`src/sqs_params.svh`:
```
`ifndef SQS_PARAMS_SVH
`define SQS_PARAMS_SVH

// entry word addresses on the register port
`define SQS_ENTRY1_OFFSET 6'h21
`define SQS_ENTRY2_OFFSET 6'h22
`define SQS_ENTRY3_OFFSET 6'h23

// entry reset words
`define SQS_ENTRY1_RESET 16'h4211
`define SQS_ENTRY2_RESET 16'h4422
`define SQS_ENTRY3_RESET 16'h4633

// field positions inside an entry word
`define SQS_DIR_BIT 15
`define SQS_ADDR_HI 14
`define SQS_ADDR_LO 9
`define SQS_RET_BIT 8
`define SQS_B_HI    7
`define SQS_B_LO    4
`define SQS_A_HI    3
`define SQS_A_LO    0

// idle value of the read data port
`define SQS_RDATA_IDLE 16'h0000

`endif

```
`src/sqs_pkg.sv`:
```
package sqs_pkg;

    // one stack entry as held in flops
    typedef struct packed {
        logic       ret;      // return_to_first_entry
        logic [3:0] b_pick;   // converter b channel
        logic [3:0] a_pick;   // converter a channel
    } sqs_entry_s;

    // sequencer position, entry 0 to entry 3
    typedef enum logic [1:0] {
        SQS_SLOT0 = 2'b00,
        SQS_SLOT1 = 2'b01,
        SQS_SLOT2 = 2'b10,
        SQS_SLOT3 = 2'b11
    } sqs_slot_e;

    // state of the top module
    typedef struct packed {
        sqs_slot_e   slot;    // current stack entry
        logic [3:0]  a_pick;  // converter a channel output
        logic [3:0]  b_pick;  // converter b channel output
        logic [15:0] rdata;   // read answer
    } sqs_top_s;

    typedef logic [15:0] sqs_word_t;
    typedef logic [5:0]  sqs_addr_t;

endpackage

```
`src/sqs_entry.sv`:
```
`timescale 1ns/1ps
`include "sqs_params.svh"

// one stack entry register with its own address check
module sqs_entry #(
    parameter logic [5:0]  ENTRY_ADDR = 6'h21,
    parameter logic [15:0] RESET_WORD = 16'h4211
) (
    input  wire logic            core_clk,
    input  wire logic            rst_sync_n,
    input  wire logic            reg_wr,
    input  wire sqs_pkg::sqs_addr_t reg_addr,
    input  wire sqs_pkg::sqs_word_t reg_wdata,
    output sqs_pkg::sqs_entry_s  entry,
    output sqs_pkg::sqs_word_t   word
);
    import sqs_pkg::*;

    sqs_entry_s state;      // stored fields
    sqs_entry_s next_state; // next fields
    logic       take;       // write accepted this cycle

    // reset image of the stored fields
    localparam sqs_entry_s RESET_ENTRY = RESET_WORD[`SQS_RET_BIT:`SQS_A_LO];

    // accept a write only with direction set and own address inside the word
    always_comb begin
        take = reg_wr && (reg_addr == ENTRY_ADDR)
            && reg_wdata[`SQS_DIR_BIT]
            && (reg_wdata[`SQS_ADDR_HI:`SQS_ADDR_LO] == ENTRY_ADDR);
        next_state = state;
        if (take) begin
            next_state.ret    = reg_wdata[`SQS_RET_BIT];
            next_state.b_pick = reg_wdata[`SQS_B_HI:`SQS_B_LO];
            next_state.a_pick = reg_wdata[`SQS_A_HI:`SQS_A_LO];
        end
    end

    // field flops
    always_ff @(posedge core_clk or negedge rst_sync_n) begin
        if (!rst_sync_n) begin
            state <= RESET_ENTRY;
        end else begin
            state <= next_state;
        end
    end

    // direction bit reads zero, address field reads own address
    assign entry = state;
    assign word  = {1'b0, ENTRY_ADDR, state};
endmodule

```
`src/sqs_seq_stack.sv`:
```
// The address-and-strobe port is this design's own decision.
`timescale 1ns/1ps
`include "sqs_params.svh"

module sqs_seq_stack (
    input  wire logic               core_clk,
    input  wire logic               rst_n,
    input  wire sqs_pkg::sqs_addr_t reg_addr,
    input  wire sqs_pkg::sqs_word_t reg_wdata,
    input  wire logic               reg_wr,
    input  wire logic               reg_rd,
    output sqs_pkg::sqs_word_t      reg_rdata,
    input  wire logic               conv_done,
    input  wire logic               entry0_return,
    input  wire logic [3:0]         entry0_b_pick,
    input  wire logic [3:0]         entry0_a_pick,
    output sqs_pkg::sqs_slot_e      seq_slot,
    output logic [3:0]              converter_a_channel_pick,
    output logic [3:0]              converter_b_channel_pick
);
    import sqs_pkg::*;

    // entry addresses and reset words, index 1 to 3
    localparam logic [3:1][5:0]  ENTRY_ADDR = {`SQS_ENTRY3_OFFSET,
                                               `SQS_ENTRY2_OFFSET,
                                               `SQS_ENTRY1_OFFSET};
    localparam logic [3:1][15:0] ENTRY_RST  = {`SQS_ENTRY3_RESET,
                                               `SQS_ENTRY2_RESET,
                                               `SQS_ENTRY1_RESET};

    logic        rst_meta_n;   // reset synchroniser first stage
    logic        rst_sync_n;   // released reset used by all logic
    sqs_entry_s  ent [1:3];    // stored entry fields
    sqs_word_t   ent_word [1:3]; // read images of the entries
    sqs_top_s    state;        // registered state
    sqs_top_s    next_state;   // next state
    sqs_slot_e   slot_after;   // slot after a finished conversion
    logic        cur_ret;      // return bit of the current entry
    logic [3:0]  sel_a;        // converter a pick of next slot
    logic [3:0]  sel_b;        // converter b pick of next slot
    sqs_word_t   rd_word;      // word selected by read address

    // reset release through two flops
    always_ff @(posedge core_clk or negedge rst_n) begin
        if (!rst_n) begin
            rst_meta_n <= 1'b0;
            rst_sync_n <= 1'b0;
        end else begin
            rst_meta_n <= 1'b1;
            rst_sync_n <= rst_meta_n;
        end
    end

    // the three entry registers
    genvar k;
    generate
        for (k = 1; k <= 3; k++) begin : g_entry
            sqs_entry #(
                .ENTRY_ADDR (ENTRY_ADDR[k]),
                .RESET_WORD (ENTRY_RST[k])
            ) u_entry (
                .core_clk   (core_clk),
                .rst_sync_n (rst_sync_n),
                .reg_wr     (reg_wr),
                .reg_addr   (reg_addr),
                .reg_wdata  (reg_wdata),
                .entry      (ent[k]),
                .word       (ent_word[k])
            );
        end
    endgenerate

    // return bit of the entry now in use
    always_comb begin
        unique case (state.slot)
            SQS_SLOT0: cur_ret = entry0_return;
            SQS_SLOT1: cur_ret = ent[1].ret;
            SQS_SLOT2: cur_ret = ent[2].ret;
            SQS_SLOT3: cur_ret = ent[3].ret;
        endcase
    end

    // next position once a conversion is finished
    always_comb begin
        slot_after = SQS_SLOT0;
        if (cur_ret) begin
            slot_after = SQS_SLOT0;
        end else begin
            // step forward, wrap past the last entry held here
            unique case (state.slot)
                SQS_SLOT0: slot_after = SQS_SLOT1;
                SQS_SLOT1: slot_after = SQS_SLOT2;
                SQS_SLOT2: slot_after = SQS_SLOT3;
                SQS_SLOT3: slot_after = SQS_SLOT0;
            endcase
        end
    end

    // read mux, unmapped addresses answer zero
    always_comb begin
        rd_word = `SQS_RDATA_IDLE;
        if (reg_addr == ENTRY_ADDR[1]) begin
            rd_word = ent_word[1];
        end else if (reg_addr == ENTRY_ADDR[2]) begin
            rd_word = ent_word[2];
        end else if (reg_addr == ENTRY_ADDR[3]) begin
            rd_word = ent_word[3];
        end
    end

    // next state: slot, channel picks and read answer
    always_comb begin
        next_state = state;
        if (conv_done) begin
            next_state.slot = slot_after;
        end
        // channel pair taken from the entry the sequencer points at
        unique case (next_state.slot)
            SQS_SLOT0: begin
                sel_a = entry0_a_pick;
                sel_b = entry0_b_pick;
            end
            SQS_SLOT1: begin
                sel_a = ent[1].a_pick;
                sel_b = ent[1].b_pick;
            end
            SQS_SLOT2: begin
                sel_a = ent[2].a_pick;
                sel_b = ent[2].b_pick;
            end
            SQS_SLOT3: begin
                sel_a = ent[3].a_pick;
                sel_b = ent[3].b_pick;
            end
        endcase
        next_state.a_pick = sel_a;
        next_state.b_pick = sel_b;
        // answer stands only in the cycle after the read strobe
        if (reg_rd) begin
            next_state.rdata = rd_word;
        end else begin
            next_state.rdata = `SQS_RDATA_IDLE;
        end
    end

    // state flops
    always_ff @(posedge core_clk or negedge rst_sync_n) begin
        if (!rst_sync_n) begin
            state.slot   <= SQS_SLOT0;
            state.a_pick <= 4'h0;
            state.b_pick <= 4'h0;
            state.rdata  <= `SQS_RDATA_IDLE;
        end else begin
            state <= next_state;
        end
    end

    // outputs straight from flops
    assign reg_rdata                = state.rdata;
    assign seq_slot                 = state.slot;
    assign converter_a_channel_pick = state.a_pick;
    assign converter_b_channel_pick = state.b_pick;

    // helper: pick of the current slot from live entries
    logic [3:0] now_a;  // converter a pick of current slot
    logic [3:0] now_b;  // converter b pick of current slot
    always_comb begin
        unique case (state.slot)
            SQS_SLOT0: begin
                now_a = entry0_a_pick;
                now_b = entry0_b_pick;
            end
            SQS_SLOT1: begin
                now_a = ent[1].a_pick;
                now_b = ent[1].b_pick;
            end
            SQS_SLOT2: begin
                now_a = ent[2].a_pick;
                now_b = ent[2].b_pick;
            end
            SQS_SLOT3: begin
                now_a = ent[3].a_pick;
                now_b = ent[3].b_pick;
            end
        endcase
    end
endmodule

```
`config.mk`:
```
export PLATFORM = sky130hd
export DESIGN_NAME = sqs_seq_stack
export DESIGN_NICKNAME = d
export VERILOG_FILES = /design/src/sqs_pkg.sv /design/src/sqs_entry.sv /design/src/sqs_seq_stack.sv
export VERILOG_INCLUDE_DIRS = /design/src
export SDC_FILE = /design/constraint.sdc
export NUM_CORES = 1
export LEC_CHECK = 0
export ABC_AREA = 1
export BUFFER_PORTS_ARGS = -buffer_cell sky130_fd_sc_hd__buf_4
export CAP_MARGIN = 40
export CORE_AREA = 10 10 77 86
export DETAILED_ROUTE_END_ITERATION = 16
export DIE_AREA = 0 0 87 96
export PLACE_DENSITY = 0.8
export SLEW_MARGIN = 20
export SYNTH_ARGS = -nofsm -noshare
export SYNTH_HDL_FRONTEND = slang
export SYNTH_SLANG_ARGS = --single-unit
```
`constraint.sdc`:
```
create_clock -name core_clk -period 2.1 [get_ports core_clk]
set_clock_uncertainty 0.15 [all_clocks]
set_input_delay 0.315 -clock core_clk [delete_from_list [all_inputs] [get_ports core_clk]]
set_output_delay 0.315 -clock core_clk [all_outputs]
set_load 0.02 [all_outputs]
```
==> impl_metrics.toml, run 1 <==
[outcome]
status = "finished, final reports clean"

[logic_synthesis]
ys.warnings.count = 0
synth_edf_count = 0
synth_cell_type_count = 29
synthCells = 282
synth_ff_type = "dfrtp_1"
syn_avg_cell_area_um2 = 8.99
netlist_top_cells_area = "dfrtp_1 (42%), nand2_1 (9.0%), dfstp_2 (8.3%)"
async_flop_share_pct = 100
ys_seq_area_share_pct = 50.7
synth_top_area_share_pct = 42.4
ys_ff_latch = 51
yosys.area.top_type = "dfrtp_1"
synth_area_um2 = 2530

[floorplan]
core_area_um2 = 4900
dieArea_um2 = 8350
start_util_pct = 51.7
chipWidth_um = 87
die_height_um = 96
ios = 62
rows = 27

[power_and_ir_drop]
ir_drop_mv = 0.449
powerDensity_nw_per_um2 = 875
leakage_nw = 1.51

[clock_tree]
cts_tree = "built"
insertion_delay_ps = 310
clk_pin_slew_ps = 100
clock_sinks = 51
post_cts_buffers = 0
numCtsBuffers = 5
clockBufferDepth = 2
h-tree-depth = 2
cts_root_buf = "clkbuf_8"

[critical_path]
cp-end-kind = "flop"
cpLargestDelayFamily = "simple AND/OR/NAND/NOR gates"
max_stage_delay_ps = 420
cp_num_buf_inv = 2
critPathArrivalTime_ps = 2000
required_ps = 2140
startpoint_type = "flop"
worstPathMaxFanout = 18
crit_top_cell = "inv_1"
slowest_stage = "dfrtp_1"
crit_type = "reg2reg"
worstPathCellList = "inv_1 > ha_1 > inv_1 > or2_1 > o21ai_4 > nand2_2 > nand2_4 > nor2_4 > nand2_1 > nand4_1"

[timing]
finalCriticalPeriod_ps = 1960
fmax_mhz = 511
maxSlewViolCount = 0
setup_viol = 0
hold_viol_final = 0
tightest_slew_ps = 598
min_period_over_period_pct = 93.2
relSlewSlack_pct = 60.1
rsz0062_at_grt = "no"
setup_tns_ps = 0

[final_layout]
antenna_cells = 0
final.fill_count = 414
multi_input_area_um2 = 1020
instances_no_fill = 401
finalNetCount = 382
regArea_um2 = 1290
area_growth_pct = 23.5
drive_above_1_share_pct = 34.4
stdcell_area_um2 = 3130

[grt]
grt_pass1_wl_um = 10400
antenna_found_initial = 0
grt_overflow = 0
grt_pass1_vias = 2190
grtUsageTotal_pct = 15.7
grt_max_degree = 50

[detailed_routing]
vias = 2154
viasPerCell = 5.37
first_pass_iters = 4
routedWlPerCell_um = 16.1
drt-total-wl_um = 6450
drc_errors = 0
drt-initial-drc-count = 152
postRouteAntennaNets = 0

[placed_design]
routabilityCongestion = 0.833
port_buffers = 57
dpl.hpwl_um = 4640
dp.cells = 392
placed_cell_area_um2 = 2990

[flow_run]
maxCapViolations = 0

[worst_hold_path]
hp-class = "in2reg"
[final timing paths]
kind / start / to / slack (ps) / cells after the start
min: reg_wdata[1] / g_entry[1].u_entry.entry[1]$_DFFE_PN0P_ / 70 / 3
min reg2reg: rst_sync_n$_DFF_PN0_ / reg_rdata[3]$_DFF_PN0_ / 210 / 1
max: seq_slot[0]$_DFF_PN0_ / converter_a_channel_pick[2]$_DFF_PN0_ / 140 / 10
max in group asynchronous: rst_sync_n$_DFF_PN0_ / converter_b_channel_pick[1]$_DFF_PN0_ / 1190 / 1
min in group asynchronous: rst_n / rst_sync_n$_DFF_PN0_ / 170 / 2
max reg2reg: seq_slot[0]$_DFF_PN0_ / converter_a_channel_pick[2]$_DFF_PN0_ / 140 / 10
[power breakdown]
part / internal (mW) / total, mW / switching [mW]
logic: 0.330 / 0.925 / 0.595
clock network: 0.355 / 0.684 / 0.329
registers: 1.08 / 1.13 / 0.0507
total: 1.77 / 2.74 / 0.974
[Yosys cell counts (2+ instances only)]
master    count
nand2_1      61
dfrtp_1      43
inv_1        38
nand3_1      26
nand4_1      18
o21ai_2      17
o21ai_1      11
a31oi_1       9
dfstp_2       8
inv_2         5
nand2_2       5
nor2_1        5
a21oi_1       4
buf_4         4
buf_6         4
ha_1          4
buf_2         2
clkbuf_1      2
conb_1        2
nand2_4       2
nand3_2       2
nor2_4        2
nor3_2        2
[metal layers]
metal	wire, um	vias up	track usage [%]
met2	3220	86	25.2
met1	2670	1020	19.2
met3	429	11	3.89
li1	-	1037	-
met5	0	-	0
met4	127	0	7.84
[registers in the layout, summed over array words and instances (netlist names)]
name	count
converter_a_channel_pick	4
g_entry.u_entry.entry	27
seq_slot	2
rst_sync_n	1
reg_rdata	12
rst_meta_n	1
converter_b_channel_pick	4
[cells by family (layout without fill, tap and decap cells)]
kind of cell	Yosys count	in the layout	share of synthesized area, %
flops	51	51	50.7
buf+inv	56	114	10.2
fa+ha+maj	4	4	1.97
simple gates	127	127	25.5
compound gates	42	42	11.4
other cells	2	5	0.296
[area by class of cell]
type                       count  area share, %
clock buffer                   5           2.20
sequential                    51           41.1
multi-input combinational    178           32.6
tap                           58           2.32
timing repair buffer          63           15.2
inverter                      43           5.15
clock inverter                 3           1.40
[worst reg2reg max path: stages (launching register included)]
cell	delay, ps
dfrtp_1	420
inv_1	120
ha_1	180
inv_1	60
or2_1	250
o21ai_4	110
nand2_2	100
nand2_4	190
nor2_4	110
nand2_1	70
nand4_1	80
[placed cells by master (no fill, tap or decap), drive strengths merged]
cell	synthesis	routed
nand4	18	18
nand3	28	28
buf	11	62
dfrtp	43	43
clkinv	0	2
dfstp	8	8
dlygate4sd3	0	1
nand2	68	68
bufinv	0	1
conb	2	5
nor2	8	8
ha	4	4
o21ai	28	28
nor4	1	1
nor3	3	3
clkbuf	2	5
inv	43	43
or2	1	1
o21a	1	1
a31oi	9	9
a21oi	4	4
[timing repair]
item,in CTS,in global routing
gates resized for setup,0,4
hold endpoints to repair,2,0
hold buffers,1,0
endpoints found under the setup margin,0,8
[stage by stage]
stage | hold WS, ps | setup slack, ps | utilization (%) | power (mW)
final | 65.6 | 142 | 63.9 | 2.74
after global routing | 62.4 | 3.10 | 63.9 | 2.88
after CTS | 58.9 | 33.1 | 63.5 | 2.71
after detailed placement | -50.7 | 67.0 | 61.0 | 2.02
after global placement | -52.8 | 228 | 61.0 | 1.99
after floorplan | -131 | 285 | - | 1.72
Power figures use the tool's default switching activity.
==> inputs of run 2 (changes only) <==
==> constraint.sdc (replaced) <==
create_clock -name core_clk -period 2.1 [get_ports core_clk]
set_clock_uncertainty 0.15 [all_clocks]
set_input_delay 0.21 -clock core_clk [delete_from_list [all_inputs] [get_ports core_clk]]
set_output_delay 0.21 -clock core_clk [all_outputs]
set_load 0.02 [all_outputs]
==> run 2 against run 1 <==
Effect of this change:
- critical path depth unchanged
- die area did not move
- highest routed layer unchanged
- hold slack improved by 13 ps
- final cell count increased by 4.2%
- critical endpoint is now converter_a_channel_pick[0]$_DFF_PN0_
- via count rose by 5.2%
- register-to-register slack lost 30 ps
- clock power down 16%
- sequential power about the same
- non-clock buffer count up 17
==> impl_metrics.toml, run 2 (synthesis results as in run 1) <==
[placed_design]
dpl.hpwl_um = 4770
port_buffers = 57
routabilityCongestion = 0.844
placed_cell_area_um2 = 3000

[critical_path]
crit_type = "reg2reg"
cp-end-kind = "flop"
r2r_slack_ps = 120
r2r_end = "converter_a_channel_pick[0]$_DFF_PN0_"
required_ps = 2120
rr_worst_depth = 10
critPathArrivalTime_ps = 2000
startpoint_type = "flop"
worstPathMaxFanout = 18
crit_start = "seq_slot[0]$_DFF_PN0_"
timing.rr.start = "seq_slot[0]$_DFF_PN0_"
worstSetupEndpoint = "converter_a_channel_pick[0]$_DFF_PN0_"

[outcome]
status = "finished, final reports clean"

[clock_tree]
cts_tree = "built"
clock_sinks = 51
insertion_delay_ps = 300
h-tree-depth = 2
numCtsBuffers = 5
clk_pin_slew_ps = 90
cts_root_buf = "clkbuf_8"
clockBufferDepth = 2

[timing]
min_period_over_period_pct = 94.5
finalCriticalPeriod_ps = 1980
tightest_slew_ps = 504
setup_viol = 0
relSlewSlack_pct = 66.3
rsz0062_at_grt = "no"
hold_viol_final = 0
maxSlewViolCount = 0
fmax_mhz = 504
setup_tns_ps = 0

[detailed_routing]
drt-initial-drc-count = 152
drc_errors = 0
vias = 2265
first_pass_iters = 5
postRouteAntennaNets = 0
routedWlPerCell_um = 16.1
drt-total-wl_um = 6720
viasPerCell = 5.42

[grt]
grt_pass1_vias = 2264
grtUsageTotal_pct = 15.6
grt_pass1_wl_um = 10500
grt_max_degree = 30
antenna_found_initial = 0
grt_overflow = 0

[final_layout]
finalNetCount = 399
drive_above_1_share_pct = 32.5
antenna_cells = 0
largest_register_ffs = 27
stdcell_area_um2 = 3290
final.fill_count = 389
area_growth_pct = 29.9
final_cell_mix = "nand2_1 (61), buf_4 (61), dfrtp_1 (42), inv_1 (38), nand3_1 (26)"

[floorplan]
rows = 27
ios = 62
dieArea_um2 = 8350
die_height_um = 96
core_area_um2 = 4900
start_util_pct = 51.7
chipWidth_um = 87

[worst_hold_path]
hp-class = "reg2async"

[power_and_ir_drop]
ir_drop_mv = 0.379
powerDensity_nw_per_um2 = 811
leakage_nw = 1.58

[flow_run]
maxCapViolations = 0
-- run 2: cell types whose count changed in the layout (fill, tap and decap cells not counted) --
cell,before,now
buf_12,0,1
buf_4,62,61
bufinv_16,1,0
clkbuf_1,0,1
clkbuf_8,5,6
clkinv_4,1,0
dlygate4sd3_1,1,18
-- run 2: layout make-up --
class	count	area (um^2)	share of cell area, %
Tap cell	58	72.6	2.20
Timing Repair Buffer	80	658	20.0
Clock buffer	7	86.3	2.62
Sequential cell	51	1290	39.1
Clock inverter	1	5.00	0.152
Inverter	43	161	4.90
Multi-Input combinational cell	178	1020	31.0
-- run 2: how the worst min path moves through the flow --
stage / startpoint / to / slack [ps] / cells after the start
floorplan: rst_n / rst_meta_n$_DFF_PN0_ / -240 / 0
global placement: rst_n / rst_meta_n$_DFF_PN0_ / -160 / 1
detailed placement: rst_n / rst_meta_n$_DFF_PN0_ / -160 / 1
CTS: rst_n / rst_sync_n$_DFF_PN0_ / 70 / 2
global route: rst_n / rst_sync_n$_DFF_PN0_ / 70 / 2
finish: rst_sync_n$_DFF_PN0_ / reg_rdata[3]$_DFF_PN0_ / 80 / 0
-- run 2: what timing repair did --
| item | CTS | global route |
|---|---|---|
| hold buffers | 18 | 0 |
| hold endpoints to repair | 19 | 0 |
| endpoints found under the setup margin | 0 | 8 |
| buffers inserted | 0 | 0 |
| resized for setup | 0 | 4 |
-- run 2: through the flow --
| step | util [%] | std cells | hold slack, ps | setup slack (ps) | total power [mW] |
|---|---|---|---|---|---|
| after floorplan | - | 285 | -236 | 285 | 1.72 |
| after global placement | 61.3 | 392 | -158 | 224 | 2.00 |
| after detailed placement | 61.3 | 392 | -156 | 100 | 2.03 |
| after CTS | 66.8 | 418 | 69.3 | 16.9 | 2.63 |
| after global routing | 67.2 | 418 | 71.6 | 5.04 | 2.79 |
| final | 67.2 | 418 | 78.7 | 116 | 2.67 |
-- run 2: metal layers --
metal | wire, um | track usage (%) | share of wire, % | up-vias
li1 | - | - | - | 1062
met1 | 2550 | 18.3 | 38 | 1051
met5 | 0 | 0 | 0 | -
met2 | 3350 | 25.9 | 50 | 132
met4 | 193 | 9.32 | 2.9 | 0
met3 | 625 | 3.21 | 9.3 | 20
-- run 2: report_power, final --
group	internal [mW]	leakage, nW	switching, mW
Sequential	1.08	0.622	0.0596
Clock	0.266	0.0482	0.305
Combinational	0.354	0.907	0.604
Total	1.70	1.58	0.969
-- run 2: worst max-delay path, stage by stage (launching register included) --
cell,delay [ps]
dfrtp_1,430
inv_1,130
ha_1,180
inv_1,50
or2_1,240
o21ai_4,110
nand2_2,110
nand2_4,190
nor2_4,100
nand2_1,70
nand4_1,80
==> inputs of run 3 (changes only) <==
--- a/config.mk
+++ b/config.mk
@@ -9,11 +9,12 @@
 export ABC_AREA = 1
 export BUFFER_PORTS_ARGS = -buffer_cell sky130_fd_sc_hd__buf_4
 export CAP_MARGIN = 40
-export CORE_AREA = 10 10 77 86
+export CORE_AREA = 10 10 85 95
 export DETAILED_ROUTE_END_ITERATION = 16
-export DIE_AREA = 0 0 87 96
+export DIE_AREA = 0 0 95 105
 export PLACE_DENSITY = 0.8
 export SLEW_MARGIN = 20
 export SYNTH_ARGS = -nofsm -noshare
 export SYNTH_HDL_FRONTEND = slang
+export SYNTH_HIERARCHICAL = 1
 export SYNTH_SLANG_ARGS = --single-unit
==> constraint.sdc (replaced) <==
create_clock -name core_clk -period 2.1 [get_ports core_clk]
set_clock_uncertainty 0.15 [all_clocks]
set_input_delay 0.315 -clock core_clk [delete_from_list [all_inputs] [get_ports core_clk]]
set_output_delay 0.315 -clock core_clk [all_outputs]
set_load 0.02 [all_outputs]
==> run 3 against run 2 <==
Effect of this change:
- via count is 18% higher
- first-iteration DRC count is 42% higher
- synthesized cell count is 40% higher
- routed wire length is 18% higher
- highest routed layer unchanged
- synthesized area is 32% higher
- hold slack worse by 11 ps
- sequential power is 6% higher
- largest power group unchanged
- setup slack better by 5.9 ps
- register-to-register slack hardly changed
- non-clock buffer count is 14 lower
- fmax is 0.30% higher
==> impl_metrics.toml, run 3 <==
[clock_tree]
numCtsBuffers = 5
post_cts_buffers = 0
clockBufferDepth = 2
clk_pin_slew_ps = 100
cts_tree = "built"
insertion_delay_ps = 300
cts_root_buf = "clkbuf_8"
clock_sinks = 55
h-tree-depth = 2

[timing]
fmax_mhz = 506
whs_ps = 67.7
maxSlewViolCount = 0
tightest_slew_ps = 515
finalCriticalPeriod_ps = 1980
setup_tns_ps = 0
hold_viol_final = 0
relSlewSlack_pct = 65.6
setup_viol = 0
min_period_over_period_pct = 94.2

[logic_synthesis]
synth_top_area_share_pct = 35.1
async_flop_share_pct = 100
ys_ff_latch = 55
synth_ff_type = "dfrtp_1"
synthCells = 395
synth.most_common_cell = "nand2_1"
ys.warnings.count = 6
yosys.area.top_type = "dfrtp_1"
synth_cell_type_count = 30
synth_area_um2 = 3350
netlist_top_cells_area = "dfrtp_1 (35%), buf_4 (11%), nand2_1 (8.3%)"
syn_avg_cell_area_um2 = 8.49
synth_commonest_cells = "nand2_1 (74), nand3_1 (50), buf_4 (48)"
ys_seq_area_share_pct = 41.4
synth_edf_count = 0

[placed_design]
routabilityCongestion = 0.880
port_buffers = 61
dpl.hpwl_um = 6040
placed_cell_area_um2 = 3570

[worst_hold_path]
hold_end = "converter_b_channel_pick[1]$_DFF_PN0_"
hp-class = "in2reg"
hold_start = "entry0_b_pick[1]"
hold_depth = 3

[final_layout]
final_cell_mix = "nand2_1 (74), buf_4 (65), nand3_1 (50), dfrtp_1 (46), o21ai_0 (29)"
finalNetCount = 466
area_growth_pct = 10.1
drive_above_1_share_pct = 30.4
final.fill_count = 549
stdcell_area_um2 = 3690
final_common_cell = "nand2_1"
antenna_cells = 0
largest_register_ffs = 27

[critical_path]
timing.rr.start = "seq_slot[0]$_DFF_PN0_"
r2r_end = "converter_a_channel_pick[1]$_DFF_PN0_"
slowest_stage = "dfrtp_1"
required_ps = 2140
r2r_slack_ps = 120
critPathArrivalTime_ps = 2010
worstPathCellList = "inv_1 > ha_1 > inv_1 > or2_1 > o21ai_4 > nand2_2 > nand2_4 > nor2_4 > nand2_1 > nand4_1"
cp-end-kind = "flop"
startpoint_type = "flop"
max_stage_delay_ps = 430
crit_top_cell = "inv_1"
rr_worst_depth = 10
worstPathMaxFanout = 18
crit_type = "reg2reg"

[detailed_routing]
postRouteAntennaNets = 0
first_pass_iters = 5
vias = 2684
drt-initial-drc-count = 216
drc_errors = 0
drt-total-wl_um = 7920
viasPerCell = 5.29
routedWlPerCell_um = 15.6

[grt]
grt_pass1_vias = 2780
grt_overflow = 0
grt_pass1_wl_um = 13300
grt_max_degree = 24
antenna_found_initial = 0
grtUsageTotal_pct = 16.1

[power_and_ir_drop]
ir_drop_mv = 0.509
leakage_nw = 1.98
powerDensity_nw_per_um2 = 734

[outcome]
status = "finished, final reports clean"

[flow_run]
maxCapViolations = 0

[floorplan]
start_util_pct = 55.1
core_area_um2 = 6080
ios = 62
rows = 30
chipWidth_um = 95
dieArea_um2 = 9980
die_height_um = 105
[run 3: through the flow]
step | setup WS (ps) | util (%) | power [mW] | cells
final | 122 | 60.7 | 2.71 | 507
after global routing | -9.46 | 60.7 | 2.84 | 507
after CTS | 39.9 | 60.3 | 2.67 | 507
after detailed placement | 65.6 | 58.7 | 2.10 | 498
after global placement | 164 | 58.7 | 2.08 | 498
after floorplan | 260 | - | 1.83 | 410
[run 3: cell families after synthesis]
family	synth area share [%]
AND/OR/NAND/NOR	33.1
AO/OA/AOI/OAI	7.88
flip-flops	41.4
other	0.784
adder cells (fa/ha/maj)	1.49
buffers and inverters	15.4
[run 3: how the worst max path moves through the flow]
stage,to,depth (start not counted),from
final,converter_a_channel_pick[1]$_DFF_PN0_,10,seq_slot[0]$_DFF_PN0_
after global routing,converter_b_channel_pick[0]$_DFF_PN0_,10,seq_slot[0]$_DFF_PN0_
after CTS,converter_a_channel_pick[3]$_DFF_PN0_,8,seq_slot[0]$_DFF_PN0_
after detailed placement,converter_b_channel_pick[2]$_DFF_PN0_,8,seq_slot[0]$_DFF_PN0_
after global placement,converter_b_channel_pick[1]$_DFF_PN0_,8,seq_slot[0]$_DFF_PN0_
after floorplan,converter_b_channel_pick[2]$_DFF_PN0_,8,seq_slot[0]$_DFF_PN0_
[run 3: layer usage]
metal	up-vias	GRT usage, %	routed length [um]
met3	10	4.37	730
met4	0	5.78	98
li1	1300	-	-
met2	113	27.2	4090
met1	1261	19.0	3000
met5	-	0	0
[run 3: area by class of cell]
| cell class | instances | area [um^2] | area share (%) |
|---|---|---|---|
| Clock buffer | 5 | 68.8 | 1.87 |
| Clock inverter | 3 | 20.0 | 0.543 |
| Inverter | 24 | 90.1 | 2.44 |
| Multi-Input combinational cell | 274 | 1530 | 41.3 |
| Sequential cell | 55 | 1390 | 37.6 |
| Tap cell | 80 | 100 | 2.71 |
| Timing Repair Buffer | 66 | 498 | 13.5 |
[run 3: report_power, final]
group | internal [mW] | switching (mW) | total [mW]
sequential | 1.15 | 0.0613 | 1.21
combinational | 0.306 | 0.606 | 0.912
clock | 0.233 | 0.350 | 0.583
total | 1.69 | 1.02 | 2.71
[run 3: timing repair]
action	4_1_cts	5_1_grt
gates resized for setup	0	4
hold buffers	1	0
setup endpoints to repair	0	8
endpoints found under the hold margin	2	0
[run 3: worst max-delay path: cells and delay by family, from the launching register on]
family | cells | cell delay, ps
flip-flops | 1 | 430
buffers and inverters | 2 | 180
AND/OR/NAND/NOR | 6 | 800
AO/OA/AOI/OAI | 1 | 100
adder cells (fa/ha/maj) | 1 | 190
